--- config.mk ---
export PLATFORM = sky130hd
export DESIGN_NAME = cond_branch_shift_exec
export DESIGN_NICKNAME = d
export VERILOG_FILES = /design/src/core/cbse_pkg.sv /design/src/core/exec_if.sv /design/src/core/branch_eval.sv /design/src/core/shift_unit.sv /design/src/core/cond_branch_shift_exec.sv
export VERILOG_INCLUDE_DIRS = /design/src /design/src/core
export SDC_FILE = /design/constraint.sdc
export NUM_CORES = 1
export LEC_CHECK = 0
export BUFFER_PORTS_ARGS = -buffer_cell sky130_fd_sc_hd__buf_4
export CAP_MARGIN = 20
export CELL_PAD_IN_SITES_DETAIL_PLACEMENT = 2
export CELL_PAD_IN_SITES_GLOBAL_PLACEMENT = 2
export CORE_AREA = 2 2 278 280
export CTS_CLUSTER_DIAMETER = 100
export DETAILED_ROUTE_END_ITERATION = 10
export DIE_AREA = 0 0 280 282
export HOLD_SLACK_MARGIN = 0.12
export PLACE_DENSITY_LB_ADDON = 0.1
export SYNTH_ARGS = -nofsm -noshare
export SYNTH_HDL_FRONTEND = slang
export SYNTH_SLANG_ARGS = --single-unit
export TNS_END_PERCENT = 30
--- constraint.sdc ---
create_clock -name sys_clk_i -period 6.4 [get_ports sys_clk_i]
set_clock_uncertainty 0.2 [all_clocks]
set_input_delay 0.64 -clock sys_clk_i [delete_from_list [all_inputs] [get_ports sys_clk_i]]
set_output_delay 0.64 -clock sys_clk_i [all_outputs]
set_load 0.02 [all_outputs]
--- src/core/cbse_defines.svh ---
// constants for the branch, bit-set and shift execution block
// assumes inclusion by bare name from every core file
`ifndef CBSE_DEFINES_SVH
`define CBSE_DEFINES_SVH
// status flag positions
`define SREG_C 0
`define SREG_Z 1
`define SREG_N 2
`define SREG_V 3
`define SREG_H 5
`define SREG_I 7
// widths
`define PC_W 16
`define REG_W 8
`define REG_MSB 7
`define K_W 7
`define K_MSB 6
`define K_EXT 9
`define IO_AW 5
`define IO_N 32
`define BIT_W 3
`define ADDR_W 6
// reset values and constants
`define PC_RST 16'h0000
`define PC_ONE 16'h0001
`define BYTE_ZERO 8'h00
// register port map
`define A_SREG 6'h00
`define A_WREG 6'h01
`define A_PCL 6'h02
`define A_PCH 6'h03
`define A_STAT 6'h04
`define A_IO_BIT 5
`endif

--- src/core/cbse_pkg.sv ---
// types shared by the execution block and its helpers
// assumes nothing beyond the defines header
package cbse_pkg;
  // instruction codes driven by the decoder in front of this block
  typedef enum logic [4:0] {
    OP_NOP                  = 5'h00,
    OP_BRANCH_IF_LOWER      = 5'h01,
    OP_BRANCH_IF_MINUS      = 5'h02,
    OP_BRANCH_IF_PLUS       = 5'h03,
    OP_BRANCH_SIGNED_GE     = 5'h04,
    OP_BRANCH_SIGNED_LT     = 5'h05,
    OP_BRANCH_HALF_CARRY_SET   = 5'h06,
    OP_BRANCH_HALF_CARRY_CLEAR = 5'h07,
    OP_BRANCH_OVERFLOW_CLEAR   = 5'h08,
    OP_BRANCH_IRQ_ENABLED   = 5'h09,
    OP_BRANCH_IRQ_DISABLED  = 5'h0A,
    OP_IO_BIT_SET           = 5'h0B,
    OP_IO_BIT_CLEAR         = 5'h0C,
    OP_SHIFT_LEFT_LOGICAL   = 5'h0D,
    OP_SHIFT_RIGHT_LOGICAL  = 5'h0E,
    OP_ROTATE_LEFT_CARRY    = 5'h0F,
    OP_ROTATE_RIGHT_CARRY   = 5'h10
  } op_t;
  // sequencer states
  typedef enum logic [1:0] {
    ST_IDLE   = 2'b00,
    ST_BUBBLE = 2'b01,
    ST_IO_WR  = 2'b10
  } state_t;
endpackage : cbse_pkg

--- src/core/exec_if.sv ---
// operand and result bundle between the core and its two helpers
// assumes all helpers are purely combinational
`timescale 1ns/1ps
`default_nettype none
`include "cbse_defines.svh"
interface exec_if;
  import cbse_pkg::*;
  op_t               op;
  logic [`REG_W-1:0] sreg;
  logic [`REG_W-1:0] rd;
  logic [`K_W-1:0]   k;
  logic [`PC_W-1:0]  pc;
  logic              taken;
  logic [`PC_W-1:0]  target;
  logic [`REG_W-1:0] sh_res;
  logic [`REG_W-1:0] sh_sreg;
  modport core    (output op, sreg, rd, k, pc,
                   input taken, target, sh_res, sh_sreg);
  modport branch  (input op, sreg, k, pc, output taken, target);
  modport shifter (input op, sreg, rd, output sh_res, sh_sreg);
endinterface : exec_if
`default_nettype wire

--- src/core/branch_eval.sv ---
// branch condition test and target arithmetic
// assumes pc is the address of the branch itself
`timescale 1ns/1ps
`default_nettype none
`include "cbse_defines.svh"
module branch_eval
  import cbse_pkg::*;
(
  exec_if.branch x  // operands in, decision out
);
  // ==========================================================
  // condition and target
  // ==========================================================
  always_comb
  begin
    // signed word displacement, sign extended
    x.target = x.pc + {{`K_EXT{x.k[`K_MSB]}}, x.k} + `PC_ONE;
    case (x.op)
      OP_BRANCH_IF_LOWER:         x.taken = x.sreg[`SREG_C];
      OP_BRANCH_IF_MINUS:         x.taken = x.sreg[`SREG_N];
      OP_BRANCH_IF_PLUS:          x.taken = ~x.sreg[`SREG_N];
      OP_BRANCH_SIGNED_GE:
        x.taken = ~(x.sreg[`SREG_N] ^ x.sreg[`SREG_V]);
      OP_BRANCH_SIGNED_LT:
        x.taken = x.sreg[`SREG_N] ^ x.sreg[`SREG_V];
      OP_BRANCH_HALF_CARRY_SET:   x.taken = x.sreg[`SREG_H];
      OP_BRANCH_HALF_CARRY_CLEAR: x.taken = ~x.sreg[`SREG_H];
      OP_BRANCH_OVERFLOW_CLEAR:   x.taken = ~x.sreg[`SREG_V];
      OP_BRANCH_IRQ_ENABLED:      x.taken = x.sreg[`SREG_I];
      OP_BRANCH_IRQ_DISABLED:     x.taken = ~x.sreg[`SREG_I];
      default:                    x.taken = 1'b0;
    endcase
  end
endmodule : branch_eval
`default_nettype wire

--- src/core/shift_unit.sv ---
// one-place shifts and rotates through carry with flag update
// assumes rd and sreg are the values before the instruction
`timescale 1ns/1ps
`default_nettype none
`include "cbse_defines.svh"
module shift_unit
  import cbse_pkg::*;
(
  exec_if.shifter x  // operand in, result and flags out
);
  logic cout;
  // ==========================================================
  // result and carry out
  // ==========================================================
  always_comb
  begin
    case (x.op)
      OP_SHIFT_LEFT_LOGICAL:
      begin
        x.sh_res = {x.rd[`REG_MSB-1:0], 1'b0};
        cout     = x.rd[`REG_MSB];
      end
      OP_SHIFT_RIGHT_LOGICAL:
      begin
        x.sh_res = {1'b0, x.rd[`REG_MSB:1]};
        cout     = x.rd[0];
      end
      OP_ROTATE_LEFT_CARRY:
      begin
        x.sh_res = {x.rd[`REG_MSB-1:0], x.sreg[`SREG_C]};
        cout     = x.rd[`REG_MSB];
      end
      OP_ROTATE_RIGHT_CARRY:
      begin
        x.sh_res = {x.sreg[`SREG_C], x.rd[`REG_MSB:1]};
        cout     = x.rd[0];
      end
      default:
      begin
        x.sh_res = x.rd;
        cout     = x.sreg[`SREG_C];
      end
    endcase
  end
  // ==========================================================
  // flags: only z, c, n and v move; v is n xor c
  // ==========================================================
  always_comb
  begin
    x.sh_sreg          = x.sreg;
    x.sh_sreg[`SREG_C] = cout;
    x.sh_sreg[`SREG_Z] = (x.sh_res == `BYTE_ZERO);
    x.sh_sreg[`SREG_N] = x.sh_res[`REG_MSB];
    x.sh_sreg[`SREG_V] = x.sh_res[`REG_MSB] ^ cout;
  end
endmodule : shift_unit
`default_nettype wire

--- src/core/cond_branch_shift_exec.sv ---
// execution block: conditional branches, i/o bit set and clear,
// shifts and rotates of one working register
// assumes a decoder presents one instruction at a time, held with
// instr_valid_i, and takes it only while ready_o is high
//
// How it works
// - carry set: jump pc+k+1, 1/2 cycles
// - negative set: jump pc+k+1, 1/2 cycles
// - negative clear: jump pc+k+1, 1/2 cycles
// - n xor v clear: jump, 1/2 cycles
// - n xor v set: jump, 1/2 cycles
// - half carry set: jump, 1/2 cycles
// - half carry clear: jump, 1/2 cycles
// - overflow clear: jump, 1/2 cycles
// - interrupts enabled: jump, 1/2 cycles
// - interrupts disabled: jump, 1/2 cycles
// - set one i/o bit, two cycles
// - clear one i/o bit, two cycles
// - shift left, zero in, zcnv, one cycle
// - shift right, zero in, zcnv, one cycle
// - rotate left through carry, one cycle
// - rotate right through carry, one cycle
`timescale 1ns/1ps
`default_nettype none
`include "cbse_defines.svh"
module cond_branch_shift_exec
  import cbse_pkg::*;
(
  input  wire logic               sys_clk_i,     // core clock
  input  wire logic               reset_i,       // sync reset, high
  input  wire logic               instr_valid_i, // instruction offered
  input  wire op_t                instr_op_i,    // instruction code
  input  wire logic [`K_W-1:0]    instr_k_i,     // branch offset
  input  wire logic [`IO_AW-1:0]  instr_io_i,    // i/o register index
  input  wire logic [`BIT_W-1:0]  instr_bit_i,   // i/o bit index
  output logic                    ready_o,       // can take an instr
  output logic [`PC_W-1:0]        pc_o,          // program counter
  output logic [`REG_W-1:0]       sreg_o,        // status flags
  output logic [`REG_W-1:0]       wreg_o,        // working register
  input  wire logic [`ADDR_W-1:0] bus_addr_i,    // register address
  input  wire logic [`REG_W-1:0]  bus_wdata_i,   // write data
  input  wire logic               bus_wr_i,      // write strobe
  input  wire logic               bus_rd_i,      // read strobe
  output logic [`REG_W-1:0]       bus_rdata_o    // read data, next cycle
);

  // ==========================================================
  // state
  // ==========================================================
  state_t             state_q;
  state_t             state_d;
  logic               ready_q;
  logic [`PC_W-1:0]   pc_q;
  logic [`REG_W-1:0]  sreg_q;
  logic [`REG_W-1:0]  wreg_q;
  logic [`REG_W-1:0]  rdata_q;
  logic [`IO_AW-1:0]  io_idx_q;
  logic [`BIT_W-1:0]  io_bit_q;
  logic               io_set_q;
  logic [`REG_W-1:0]  io_val_q;
  logic [`REG_W-1:0]  io_mem_q [`IO_N];
  logic [`REG_W-1:0]  io_new;

  // ==========================================================
  // decode of the offered instruction
  // ==========================================================
  logic accept;
  logic is_branch;
  logic is_io;
  logic is_shift;

  // an instruction counts only when the block is ready
  assign accept = instr_valid_i & ready_q;

  // sort the code into its three families
  always_comb
  begin
    is_branch = 1'b0;
    is_io     = 1'b0;
    is_shift  = 1'b0;
    case (instr_op_i)
      OP_BRANCH_IF_LOWER,
      OP_BRANCH_IF_MINUS,
      OP_BRANCH_IF_PLUS,
      OP_BRANCH_SIGNED_GE,
      OP_BRANCH_SIGNED_LT,
      OP_BRANCH_HALF_CARRY_SET,
      OP_BRANCH_HALF_CARRY_CLEAR,
      OP_BRANCH_OVERFLOW_CLEAR,
      OP_BRANCH_IRQ_ENABLED,
      OP_BRANCH_IRQ_DISABLED:
        is_branch = 1'b1;
      OP_IO_BIT_SET,
      OP_IO_BIT_CLEAR:
        is_io = 1'b1;
      OP_SHIFT_LEFT_LOGICAL,
      OP_SHIFT_RIGHT_LOGICAL,
      OP_ROTATE_LEFT_CARRY,
      OP_ROTATE_RIGHT_CARRY:
        is_shift = 1'b1;
      default:
      begin
        is_branch = 1'b0;
        is_io     = 1'b0;
        is_shift  = 1'b0;
      end
    endcase
  end

  // ==========================================================
  // helpers
  // ==========================================================
  exec_if ex ();

  // helpers always see the current flags and working register
  assign ex.op   = instr_op_i;
  assign ex.sreg = sreg_q;
  assign ex.rd   = wreg_q;
  assign ex.k    = instr_k_i;
  assign ex.pc   = pc_q;

  branch_eval u_branch (
    .x (ex.branch)
  );

  shift_unit u_shift (
    .x (ex.shifter)
  );

  // ==========================================================
  // sequencer
  // ==========================================================
  // the taken branch spends its second cycle as a bubble; the
  // untaken one retires at once, so the cost follows the flag
  always_comb
  begin
    state_d = state_q;
    case (state_q)
      ST_IDLE:
      begin
        if (accept && is_branch && ex.taken)
          state_d = ST_BUBBLE;
        else if (accept && is_io)
          state_d = ST_IO_WR;
        else
          state_d = ST_IDLE;
      end
      ST_BUBBLE: state_d = ST_IDLE;
      ST_IO_WR:  state_d = ST_IDLE;
      default:   state_d = ST_IDLE;
    endcase
  end

  // state register
  always_ff @(posedge sys_clk_i)
  begin
    if (reset_i)
      state_q <= ST_IDLE;
    else
      state_q <= state_d;
  end

  // ready is registered so the decoder sees a clean level
  always_ff @(posedge sys_clk_i)
  begin
    if (reset_i)
      ready_q <= 1'b1;
    else
      ready_q <= (state_d == ST_IDLE);
  end

  // ==========================================================
  // program counter
  // ==========================================================
  // a port write wins over an instruction in the same cycle
  always_ff @(posedge sys_clk_i)
  begin
    if (reset_i)
      pc_q <= `PC_RST;
    else if (bus_wr_i && bus_addr_i == `A_PCL)
      pc_q <= {pc_q[`PC_W-1:`REG_W], bus_wdata_i};
    else if (bus_wr_i && bus_addr_i == `A_PCH)
      pc_q <= {bus_wdata_i, pc_q[`REG_W-1:0]};
    else if (accept && is_branch && ex.taken)
      pc_q <= ex.target;
    else if (accept)
      pc_q <= pc_q + `PC_ONE;
  end

  // ==========================================================
  // status flags
  // ==========================================================
  // branches and i/o bit ops leave the flags alone
  always_ff @(posedge sys_clk_i)
  begin
    if (reset_i)
      sreg_q <= `BYTE_ZERO;
    else if (bus_wr_i && bus_addr_i == `A_SREG)
      sreg_q <= bus_wdata_i;
    else if (accept && is_shift)
      sreg_q <= ex.sh_sreg;
  end

  // ==========================================================
  // working register
  // ==========================================================
  always_ff @(posedge sys_clk_i)
  begin
    if (reset_i)
      wreg_q <= `BYTE_ZERO;
    else if (bus_wr_i && bus_addr_i == `A_WREG)
      wreg_q <= bus_wdata_i;
    else if (accept && is_shift)
      wreg_q <= ex.sh_res;
  end

  // ==========================================================
  // i/o bit set and clear: read in cycle one, write in cycle two
  // ==========================================================
  // capture target, bit and old value on the first cycle
  always_ff @(posedge sys_clk_i)
  begin
    if (reset_i)
    begin
      io_idx_q <= {`IO_AW{1'b0}};
      io_bit_q <= {`BIT_W{1'b0}};
      io_set_q <= 1'b0;
      io_val_q <= `BYTE_ZERO;
    end
    else if (accept && is_io)
    begin
      io_idx_q <= instr_io_i;
      io_bit_q <= instr_bit_i;
      io_set_q <= (instr_op_i == OP_IO_BIT_SET);
      io_val_q <= io_mem_q[instr_io_i];
    end
  end

  // modify only the chosen bit; the rest pass unchanged
  always_comb
  begin
    io_new           = io_val_q;
    io_new[io_bit_q] = io_set_q;
  end

  // one register per entry; a port write to the same entry in
  // the write cycle wins, which can undo the bit operation
  for (genvar g = 0; g < `IO_N; g++)
  begin : g_io
    always_ff @(posedge sys_clk_i)
    begin
      if (reset_i)
        io_mem_q[g] <= `BYTE_ZERO;
      else if (bus_wr_i && bus_addr_i[`A_IO_BIT]
               && bus_addr_i[`IO_AW-1:0] == `IO_AW'(g))
        io_mem_q[g] <= bus_wdata_i;
      else if (state_q == ST_IO_WR && io_idx_q == `IO_AW'(g))
        io_mem_q[g] <= io_new;
    end
  end

  // ==========================================================
  // register port read side
  // ==========================================================
  // data stand one cycle after the strobe, zero otherwise
  always_ff @(posedge sys_clk_i)
  begin
    if (reset_i)
      rdata_q <= `BYTE_ZERO;
    else if (!bus_rd_i)
      rdata_q <= `BYTE_ZERO;
    else if (bus_addr_i[`A_IO_BIT])
      rdata_q <= io_mem_q[bus_addr_i[`IO_AW-1:0]];
    else
    begin
      case (bus_addr_i)
        `A_SREG: rdata_q <= sreg_q;
        `A_WREG: rdata_q <= wreg_q;
        `A_PCL:  rdata_q <= pc_q[`REG_W-1:0];
        `A_PCH:  rdata_q <= pc_q[`PC_W-1:`REG_W];
        `A_STAT: rdata_q <= {{(`REG_W-3){1'b0}}, ~ready_q, state_q};
        default: rdata_q <= `BYTE_ZERO; // unmapped reads zero
      endcase
    end
  end

  // ==========================================================
  // outputs, all straight from flip-flops
  // ==========================================================
  assign ready_o     = ready_q;
  assign pc_o        = pc_q;
  assign sreg_o      = sreg_q;
  assign wreg_o      = wreg_q;
  assign bus_rdata_o = rdata_q;

endmodule : cond_branch_shift_exec
`default_nettype wire

---- Yosys cells after proc, flatten, opt, wreduce, memory -nomap -nowiden ----
Memory sizes are Yosys's and may differ from the RTL's. A register that Yosys moved wholly into a read port is not among the register bits.
Index checks and enable logic that the tools add are counted.
word-level totals
  flip-flop bits (word level) ............. 52
  memory bits (writable) .................. 256
  input bits .............................. 39
  output and inout bits ................... 41
  logic and storage cells ................. 580
  memories kept ........................... 1
operators by class
  add/subtract/negate cells ............... 3
  $lt $le $gt $ge ......................... 2
  eq/ne operators ......................... 84
  mux-type cells .......................... 312
  bitwise gates (word level) .............. 75
  reduce and logical (&&, ||, !) cells .... 92
memories
  memory    words  width  rd ports  clocked after memory_dff  wr ports  line                          text
  io_mem_q  32     8      2         1                         32        cond_branch_shift_exec.sv:61  logic [`REG_W-1:0] io_mem_q [`IO_N];
operators with widths
  kind                                                              count
  8-bit 2-to-1 mux                                                  69
  1-bit 2-to-1 mux                                                  230
  5-bit == test (second input constant)                             33
  5-bit by 4-bit == test with 1-bit output (second input constant)  24
  1-bit logical AND                                                 74
  1-bit OR                                                          64
  5-bit by 3-bit == test with 1-bit output (second input constant)  12
  16-bit 2-to-1 mux                                                 3
  8-bit one-hot mux with 5 select lines                             1
  16-bit by 1-bit adder with 16-bit output (second input constant)  2
  8-bit one-hot mux with 4 select lines                             1
  5-bit by 2-bit == test with 1-bit output (second input constant)  6
  16-bit adder                                                      1
  5-bit by 1-bit == test with 1-bit output (second input constant)  3
  6-bit by 2-bit == test with 1-bit output (second input constant)  2
  5-bit zero test                                                   2
  1-bit one-hot mux with 10 select lines                            1
  10-bit OR reduction                                               1
  8-bit bitwise mux                                                 1
  8-bit zero test                                                   1
  1-bit inverter                                                    8
  2-bit OR reduction                                                4
  6-bit by 1-bit == test with 1-bit output (second input constant)  1
  6-bit by 3-bit == test with 1-bit output (second input constant)  1
  16 further kinds                                                  23

---- Longest topological paths before layout ----
Gate-level depths: netlist (run 1).
  word-level depth ........................ 8
  gate-level depth with buffers ........... 11
  mapped depth without buffers ............ 11

---- Modules after synthesis ----
A second synthesis (run 1) with hierarchy kept.
unflattened totals
  cells, all modules ...................... 1930
  area total of the unflattened synthesis .. 19992.9 um^2
by module, submodules not included
  module                  times used  cells each  area each (um^2)  seq. area each (um^2)
  cond_branch_shift_exec  1           1755        18750.5           8888.5
  branch_eval             1           126         908.4             0.0
  shift_unit              1           49          334.1             0.0

---- Worst setup path before layout (run 1) ----
No wires, ideal clock.
  path kind ............................... input -> register
  from .................................... in bus_addr_i[0]
  to ...................................... mem io_mem_q[29][0] (netlist name) (enable)
  arrival time ............................ 2475 ps
  slack ................................... 3341 ps
  stages .................................. 6
  buffers on the path ..................... 3
  cells stage by stage .................... buf_2 -> buf_2 -> buf_2 -> and2b_1 -> nand3_1 -> o21ai_0
RTL lines
  item             line                          text
  start, declared  cond_branch_shift_exec.sv:40  input wire logic [`ADDR_W-1:0] bus_addr_i,
  end, declared    cond_branch_shift_exec.sv:61

---- Final worst setup path (run 1) ----
  from .................................... reg pc_q[0], in the netlist pc_o[0]
  to ...................................... reg pc_q[14], in the netlist pc_o[14]
between the ends
  longest elaborated chain between the ends .. 4
  elaborated cells between the ends (all ways) .. 6
ends and longest elaborated chain
  item                                                                                                   line                           text
  start, declared                                                                                        cond_branch_shift_exec.sv:53   logic [`PC_W-1:0] pc_q;
  start signal, assigned                                                                                 cond_branch_shift_exec.sv:179  pc_q <= `PC_RST;
  start signal, assigned                                                                                 cond_branch_shift_exec.sv:181  pc_q <= {pc_q[`PC_W-1:`REG_W], bus_wdata_i};
  start signal, assigned                                                                                 cond_branch_shift_exec.sv:183  pc_q <= {bus_wdata_i, pc_q[`REG_W-1:0]};
  16-bit adder / 16-bit by 1-bit adder with 16-bit output (equally long branches)                        n/a
  16-bit by 1-bit adder with 16-bit output (no source line) / 16-bit 2-to-1 mux (equally long branches)  n/a
  16-bit 2-to-1 mux (*)                                                                                  cond_branch_shift_exec.sv:184  else if (accept && is_branch && ex.taken)
  16-bit 2-to-1 mux (*)                                                                                  cond_branch_shift_exec.sv:182  else if (bus_wr_i && bus_addr_i == `A_PCH)
Every way passes the cells marked *; elsewhere a longest branch is shown, timed or not. The select of a mux whose other input is x is not followed.
A chain may end at the register's enable or synchronous reset.

==> results of run 1 <==
[final cells by class]
cell class,count,area (um^2)
Inverter,9,33.78
Multi-Input combinational cell,1359,10080
Tap cell,978,1224
Clock inverter,18,192.7
Timing Repair Buffer,128,935.9
Fill cell,8172,53140
Sequential cell,316,8889
Clock buffer,61,1196
[sequential cells by signal, indices dropped and copies added, names as in the netlist]
name and cells:
io_val_q 8, io_bit_q 3, ready_o 1, state_q 2, sreg_o 8, wreg_o 8, bus_rdata_o 8, pc_o 16
io_set_q 1, io_mem_q 256, io_idx_q 5
[synthesized netlist by cell type, types with 18 or more instances]
cell type	instances
nand2_1	316
o21ai_0	290
edfxtp_1	256
nor2_1	167
mux4_2	152
clkbuf_1	125
mux2i_1	68
dfxtp_1	60
a21oi_1	55
o211ai_1	45
nand3_1	28
nor3_1	27
a22oi_1	26
buf_2	23
a211oi_1	18
[worst reg2reg max path, cell delays in order (launching register included)]
cell,delay (ps)
dfxtp_1,420
inv_1,90
ha_1,160
inv_1,50
fa_1,430
a211oi_1,290
o21bai_1,170
o221ai_1,300
a31oi_1,210
and4_1,240
or3_1,420
a221oi_2,250
[worst max path at each step]
stage / end / from / depth (start not counted) / slack, ps
finish: pc_o[14] / pc_o[0] / 11 / 3090
global route: pc_o[14] / bus_addr_i[1] / 7 / 2870
CTS: io_mem_q[16][4] / bus_addr_i[1] / 6 / 2940
detailed placement: io_mem_q[16][4] / bus_addr_i[1] / 6 / 2370
global placement: io_mem_q[24][1] / bus_addr_i[1] / 4 / 2340
floorplan: io_mem_q[29][0] / bus_addr_i[0] / 6 / 3340
[metrics by stage]
step                cells  power, mW
global placement     2765      3.204
floorplan            1844      2.845
finish               2869      5.657
CTS                  2860      5.713
global route         2869      5.825
detailed placement   2778      3.215
[cells by family after synthesis]
logic type      Yosys count  synth area share
compound gates          488            0.1452
xor+xnor                 28           0.01256
fa+ha+maj                17           0.01128
buf+inv                 169           0.03415
flops                   316            0.4551
mux                     223            0.2119
simple gates            603            0.1298
[per-layer routing]
| layer | GRT usage | wire (um) |
|---|---|---|
| met1 | 0.3270 | 42390 |
| met4 | 0.07706 | 3061 |
| met5 | 0 | 0 |
| met2 | 0.4179 | 47460 |
| met3 | 0.02469 | 3958 |
[power breakdown]
| group | internal [mW] | total (mW) | switching [mW] |
|---|---|---|---|
| Clock | 1.46 | 2.48 | 1.02 |
| Combinational | 0.283 | 0.755 | 0.472 |
| Sequential | 2.32 | 2.42 | 0.104 |
==> impl_metrics.tcl, run 1 <==
set metrics [dict create \
    worstPathCellList "inv_1, ha_1, inv_1, fa_1, a211oi_1, o21bai_1, o221ai_1, a31oi_1, and4_1, or3_1, a221oi_2" \
    grt_pass1_vias 17360 \
    grt_pass1_wl_um 137400 \
    clkSlewWorstSetupHoldPaths_ps 60 \
    n_antenna_cell 0 \
    dpl_worst_slack_ps 2370 \
    setup_violations 0 \
    drt_wl_total_um 96880 \
    routed-via-count 16460 \
    yosys_warnings 0 \
    post_cts_buffers 0 \
    clk-insertion-delay-late_ps 600 \
    synth_seq_area_share 0.4551 \
    status "completed" \
    ant_nets 0 \
    ys.flop_type "edfxtp_1" \
    min_period_ps 3312 \
    synth.area.top_cells "edfxtp_1, mux4_2, o21ai_0" \
    cpMaxStageDelayCell "fa_1" \
    start_util 0.2580 \
    drc 0 \
    r2r-start "pc_o[0]" \
    cts_tree "built" \
    tns_ps 0 \
    ys_ff_latch 316 \
    htreeDepth 2 \
    ff2ff_setup_slack_ps 3090 \
    synth_top_area_cell "edfxtp_1" \
    hold_viol_final 0 \
    nNetsFinal 1914 \
    grt_usage 0.2450 \
    cts_max_path_buffers 3 \
    grt_overflow 0 \
    syn_area_um2 19530 \
    hp-start "instr_op_i[1]" \
    worst_slack_ps 3088 \
    syn2layout_area_growth_pct 15.49 \
    hold_end "io_set_q" \
    final_max_slew_viol_count 0 \
    reg2reg_to "pc_o[14]" \
    synth.net_count 1900 \
    clock_sinks 316 \
    worst-setup-path-type "reg2reg" \
    cp_max_fo 9 \
    rows 101 \
    antenna_found_initial 6 \
    syn_inst 1844 \
    die_h_um 282 \
    place_congestion 0.8356 \
    finalCritPeriodShare 0.5175 \
    drtPass1Iterations 5 \
    final_area_um2 22560 \
    final_common_cell "nand2_1" \
    design.core.area_um2 75700 \
    async_flop_share 0 \
    cts_root_buf "clkbuf_16" \
    cpPeakStageDelay_ps 430 \
    max-cap-violations 0 \
    fmax_mhz 302.0 \
    syn_area_per_cell_um2 10.59 \
    fp.dieW_um 280 \
    hold_depth 3 \
    rsz0062_at_grt "no" \
    cts.repair.resized 0 \
    crit_buf_inv 2 \
    leakage_nw 7.111 \
    post_route_cells_drive_above_1_share 0.1872 \
    drt-wirelength-per-cell_um 33.77 \
    grt_max_degree 56 \
    numCtsBuffers 44 \
    reg2reg_depth 11 \
    io_buffers 79 \
    p_per_area_nw_per_um2 250.8 \
    hold_class "in2reg" \
    critPathArrivalTime_ps 3610 \
    relSlewSlack 0.2402 \
    die-area_um2 78960 \
    critPathTopFamily "compound AO/OA/AOI/OAI gates" \
    synth_cell_type_count 66 \
    cts_hold_buffers 3 \
    start_kind "flop" \
    tightestPinTransition_ps 1131 \
    layout_common_cells "nand2_1, o21ai_0, edfxtp_1" \
    end_kind "flop" \
    utilization 0.2980 \
    place_area_um2 21090 \
    hold_ws_ps 238.5 \
    crit_top_cell "inv_1" \
    synth-edff-count 256 \
    hpwl_um 65220 \
    vias_per_cell 5.736 \
    io-pin-count 80 \
    required_ps 6690 \
    peakVddDrop_v 0.0001624 \
    synth.top_cell.area_share 0.3936 \
    drtIter0Drc 1443 \
]
Note: power is estimated with default switching activity, not from simulation.
==> run 2: changes to the inputs <==
clock period = 3.25 ns   (was 6.4 ns; I/O delays follow)
==> impl_metrics.tcl, run 2 (same netlist as run 1, synthesis figures left out) <==
set metrics [dict create \
    cpPeakStageDelay_ps 540 \
    critPathTopFamily "compound AO/OA/AOI/OAI gates" \
    crit_buf_inv 4 \
    place_congestion 0.8095 \
    syn2layout_area_growth_pct 22.03 \
    clock_sinks 316 \
    nNetsFinal 2046 \
    io_buffers 79 \
    dp.cells 2898 \
    numCtsBuffers 43 \
    io-pin-count 80 \
    rsz0062_at_grt "no" \
    p_switching_mw 3.069 \
    hold_viol_final 0 \
    routed-via-count 16540 \
    seq_power_share 0.423 \
    die_h_um 282 \
    p_per_area_nw_per_um2 467.5 \
    final_common_cell "nand2_1" \
    start_kind "input pin" \
    grt_max_degree 52 \
    fmax_mhz 335.7 \
    setup_violations 0 \
    final_max_slew_viol_count 0 \
    drt_wl_total_um 91890 \
    worstPathCellList "dlygate4sd3_1, buf_4, inv_1, ha_1, inv_1, fa_1, a211oi_2, o21bai_2, o221ai_2, a31oi_1, and4_1, or3_1, a221oi_2" \
    min_period_ps 2979 \
    p_int_mw 8.071 \
    swShare 0.2755 \
    leakage_nw 7.832 \
    grt_pass1_wl_um 134100 \
    rows 101 \
    start_util 0.2580 \
    fillers 8138 \
    required_ps 3540 \
    die-area_um2 78960 \
    antenna_found_initial 4 \
    relSlewSlack 0.2450 \
    cts_tree "built" \
    max-cap-violations 0 \
    post_route_cells_drive_above_1_share 0.2360 \
    status "completed" \
    vias_per_cell 5.512 \
    grt_pass1_vias 17990 \
    peakVddDrop_v 0.0003069 \
    stdcell_count 3001 \
    grt_overflow 0 \
    hpwl_um 66360 \
    drtPass1Iterations 5 \
    largest_register_ffs 256 \
    clkSlewWorstSetupHoldPaths_ps 60 \
    grt_usage 0.2344 \
    clk-insertion-delay-late_ps 590 \
    hold_class "in2reg" \
    layout_common_cells "nand2_1, o21ai_0, edfxtp_1" \
    critPathArrivalTime_ps 3270 \
    pwr-share-comb 0.144 \
    worst-setup-path-type "in2reg" \
    end_kind "flop" \
    cpMaxStageDelayCell "dlygate4sd3_1" \
    cts_root_buf "clkbuf_16" \
    crit_top_cell "inv_1" \
    finalCritPeriodShare 0.9167 \
    design.core.area_um2 75700 \
    pwr-share-clk 0.433 \
    cp_max_fo 3 \
    drtIter0Drc 991 \
    top_register "io_mem_q" \
    ant_nets 0 \
    regArea_um2 8889 \
    fp.dieW_um 280 \
    cts_max_path_buffers 3 \
    drc 0 \
    tns_ps 0 \
    drt-wirelength-per-cell_um 30.62 \
    htreeDepth 2 \
    multi_input_area_um2 10090 \
    tightestPinTransition_ps 1109 \
]
==> run 2: changes by cell type in the layout (fill, tap and decap cells not counted), sizes merged <==
cell,change
bufinv,-2
buf,+114
inv,-3
clkinv,-1
dlygate4sd3,+20
diode,+2
clkinvlp,+2
==> run 2: path summary, 6_finish.rpt <==
path | start | slack [ps] | cells after the start | to
min | instr_io_i[0] | 140 | 4 | io_idx_q[0]
max | instr_k_i[0] | 270 | 13 | pc_o[14]
min reg2reg | sreg_o[6] | 330 | 2 | sreg_o[6]
max reg2reg | state_q[0] | 390 | 4 | io_mem_q[20][0]
==> run 2: repair_timing <==
action                     4_1_cts  5_1_grt
setup endpoints to repair        0        2
hold endpoints to repair        31        0
setup buffers                    0        2
resized for setup                0        5
hold buffers                    24        0
==> run 2: through the flow <==
step / total power [mW] / instance area (um^2) / setup WS [ps] / utilization / hold WS [ps]
2_1_floorplan: 5.602 / 19530 / 377.9 / - / 272.3
3_3_place_gp: 6.348 / 22160 / 68.10 / 0.2927 / 288.3
3_5_place_dp: 6.376 / 22160 / 111.0 / 0.2927 / 322.8
4_1_cts: 11.25 / 23800 / 30.74 / 0.3144 / 122.5
5_1_grt: 11.49 / 23830 / 98.35 / 0.3148 / 152.0
6_report: 11.14 / 23830 / 270.8 / 0.3148 / 137.8
==> run 2: worst reg2reg max path, stage by stage, from the launching register on <==
cell and delay (ps):
dfxtp_1 350, nand3b_1 340, nor2_1 870, o211ai_1 580, o21ai_0 350
==> run 2: power groups by stage <==
| stage | combinational [mW] | clock [mW] | sequential (mW) |
|---|---|---|---|
| 2_1_floorplan | 0.867 | 0 | 4.74 |
| 4_1_cts | 1.61 | 4.92 | 4.71 |
| 5_1_grt | 1.70 | 5.06 | 4.73 |
| 3_5_place_dp | 1.58 | 0 | 4.79 |
| 3_3_place_gp | 1.57 | 0 | 4.78 |
| 6_report | 1.60 | 4.82 | 4.71 |
==> run 2: final cells by class <==
cell class | instances | share of cell area
antenna | 2 | 0.0002100
clock buffer | 62 | 0.05287
clock inverter | 14 | 0.005985
inverter | 9 | 0.001418
multi-input combinational | 1359 | 0.4236
sequential | 316 | 0.3730
tap | 978 | 0.05135
timing repair buffer | 261 | 0.09162
==> run 2: metal layers <==
metal	wire, um	share of wire	track usage
met1	40950	0.45	0.3105
met2	45700	0.50	0.4089
met3	2933	0.032	0.02304
met4	2304	0.025	0.06157
met5	0	0	0
==> run 3: changes to the inputs <==
CAP_MARGIN = unset   (was 20)
CTS_BUF_LIST = sky130_fd_sc_hd__clkbuf_4 sky130_fd_sc_hd__clkbuf_8   (was unset)
==> impl_metrics.tcl, run 3 (same netlist as run 1, synthesis figures left out) <==
set metrics [dict create \
    status "completed" \
    syn2layout_area_growth_pct 22.25 \
    die_h_um 282 \
    dpl_worst_slack_ps 111.0 \
    post_route_cells_drive_above_1_share 0.2470 \
    hold_viol_final 0 \
    leakage_nw 7.869 \
    grt_util_met1 0.3114 \
    cts_root_buf "clkbuf_8" \
    setup_violations 0 \
    start_kind "input pin" \
    clk-insertion-delay-late_ps 670 \
    grt_max_degree 52 \
    crit_top_cell "inv_1" \
    cts_tree "built" \
    cpPeakStageDelay_ps 540 \
    cpMaxStageDelayCell "dlygate4sd3_1" \
    peakVddDrop_v 0.0003034 \
    numCtsBuffers 67 \
    vias_per_cell 5.491 \
    crit_buf_inv 4 \
    hpwl_um 66360 \
    tightestPinTransition_ps 1045 \
    final_max_slew_viol_count 0 \
    hold_depth 5 \
    drtPass1Iterations 5 \
    routed-via-count 16790 \
    fmax_mhz 336.7 \
    p_int_mw 7.648 \
    drt_wl_total_um 92530 \
    rsz0062_at_grt "no" \
    critPathArrivalTime_ps 3330 \
    antenna_found_initial 6 \
    max-cap-violations 0 \
    cp.depth 13 \
    reg2reg_depth 11 \
    hp-start "bus_addr_i[3]" \
    die-area_um2 78960 \
    clock_sinks 316 \
    setup.worst_path.start "instr_k_i[0]" \
    largest_register_ffs 256 \
    p_per_area_nw_per_um2 448.8 \
    min_period_ps 2970 \
    cp-endpoint "pc_o[14]" \
    end_kind "flop" \
    cts_max_path_buffers 3 \
    nNetsFinal 2084 \
    r2r-start "pc_o[0]" \
    grt_pass1_wl_um 135200 \
    final_common_cell "nand2_1" \
    grt.met2_usage 0.4102 \
    ff2ff_setup_slack_ps 330 \
    io-pin-count 80 \
    critPathTopFamily "compound AO/OA/AOI/OAI gates" \
    reg2reg_to "pc_o[14]" \
    ant_nets 0 \
    rows 101 \
    swShare 0.2862 \
    tns_ps 0 \
    layout_common_cells "nand2_1, o21ai_0, edfxtp_1" \
    worst_slack_ps 280.3 \
    pwr-share-clk 0.410 \
    grt_overflow 0 \
    grt_usage 0.2370 \
    finalCritPeriodShare 0.9137 \
    top_register "io_mem_q" \
    clkSlewWorstSetupHoldPaths_ps 50 \
    pwr-share-comb 0.150 \
    use_met3 0.02610 \
    worst-setup-path-type "in2reg" \
    htreeDepth 3 \
    grt_pass1_vias 18260 \
    drc 0 \
    place_congestion 0.8095 \
    fp.dieW_um 280 \
    design.core.area_um2 75700 \
    hold_class "in2reg" \
    grt_busiest_layer "met2" \
    start_util 0.2580 \
    relSlewSlack 0.2887 \
    p_switching_mw 3.066 \
    drtIter0Drc 1025 \
    worstPathCellList "dlygate4sd3_1, buf_4, inv_1, ha_1, inv_1, fa_1, a211oi_1, o21bai_1, o221ai_2, a31oi_1, and4_1, or3_1, a221oi_2" \
    required_ps 3610 \
    io_buffers 79 \
    post_cts_buffers 0 \
    drt-wirelength-per-cell_um 30.26 \
    cp_max_fo 3 \
    seq_power_share 0.440 \
]
[run 3: changes by cell type in the layout (fill, tap and decap cells not counted), sizes merged, moves of 2 or more]
cell / change
buf: -2
dlygate4sd3: +16
clkinv: +7
clkbuf: +35
[run 3: per-stage QoR]
step                      instances    util  hold slack [ps]  total power [mW]  area [um^2]
after floorplan                1844       -            272.3             5.602        19530
after global placement         2898  0.2927            288.3             6.348        22160
after detailed placement       2898  0.2927            322.8             6.376        22160
after CTS                      3056  0.3154            160.9             10.86        23870
after global routing           3058  0.3154            241.9             11.14        23880
final                          3058  0.3154            222.4             10.71        23880
[run 3: worst min-delay path by stage]
stage / endpoint
after global placement: io_idx_q[4]
after global routing: bus_rdata_o[7]
after CTS: bus_rdata_o[4]
after floorplan: io_bit_q[0]
after detailed placement: io_idx_q[4]
final: bus_rdata_o[4]
[run 3: cell type report]
| class | instances | area (um^2) |
|---|---|---|
| fillers | 8147 | 51820 |
| multi-input cells | 1359 | 10080 |
| repair buffers | 275 | 2325 |
| inverters | 9 | 33.78 |
| clock inverters | 21 | 122.6 |
| clock buffers | 97 | 1191 |
| well taps | 978 | 1224 |
| diodes | 3 | 7.507 |
| flip-flops and latches | 316 | 8889 |
[run 3: repair_timing]
item	in CTS	in global routing
endpoints found under the setup margin	0	2
gates resized for setup	0	1
hold endpoints to repair	67	0
hold buffers	40	0
[run 3: power by group through the flow]
stage | registers, mW | logic (mW) | clock network [mW]
global placement | 4.78 | 1.57 | 0
detailed placement | 4.79 | 1.58 | 0
floorplan | 4.74 | 0.867 | 0
global route | 4.73 | 1.71 | 4.70
CTS | 4.71 | 1.62 | 4.53
finish | 4.71 | 1.61 | 4.39
[run 3: worst register-to-register path: cells and delay by family (launching register included)]
family	cells	cell delay, ps
AND/OR/NAND/NOR	2	620
flip-flops	1	310
AO/OA/AOI/OAI	5	1070
buffers and inverters	2	110
adder cells (fa/ha/maj)	2	540
[run 3: metal layers]
metal | routed length (um) | up-vias
li1 | - | 7358
met1 | 40990 | 8951
met2 | 46020 | 360
met3 | 3120 | 122
met4 | 2381 | 2
met5 | 13 | -
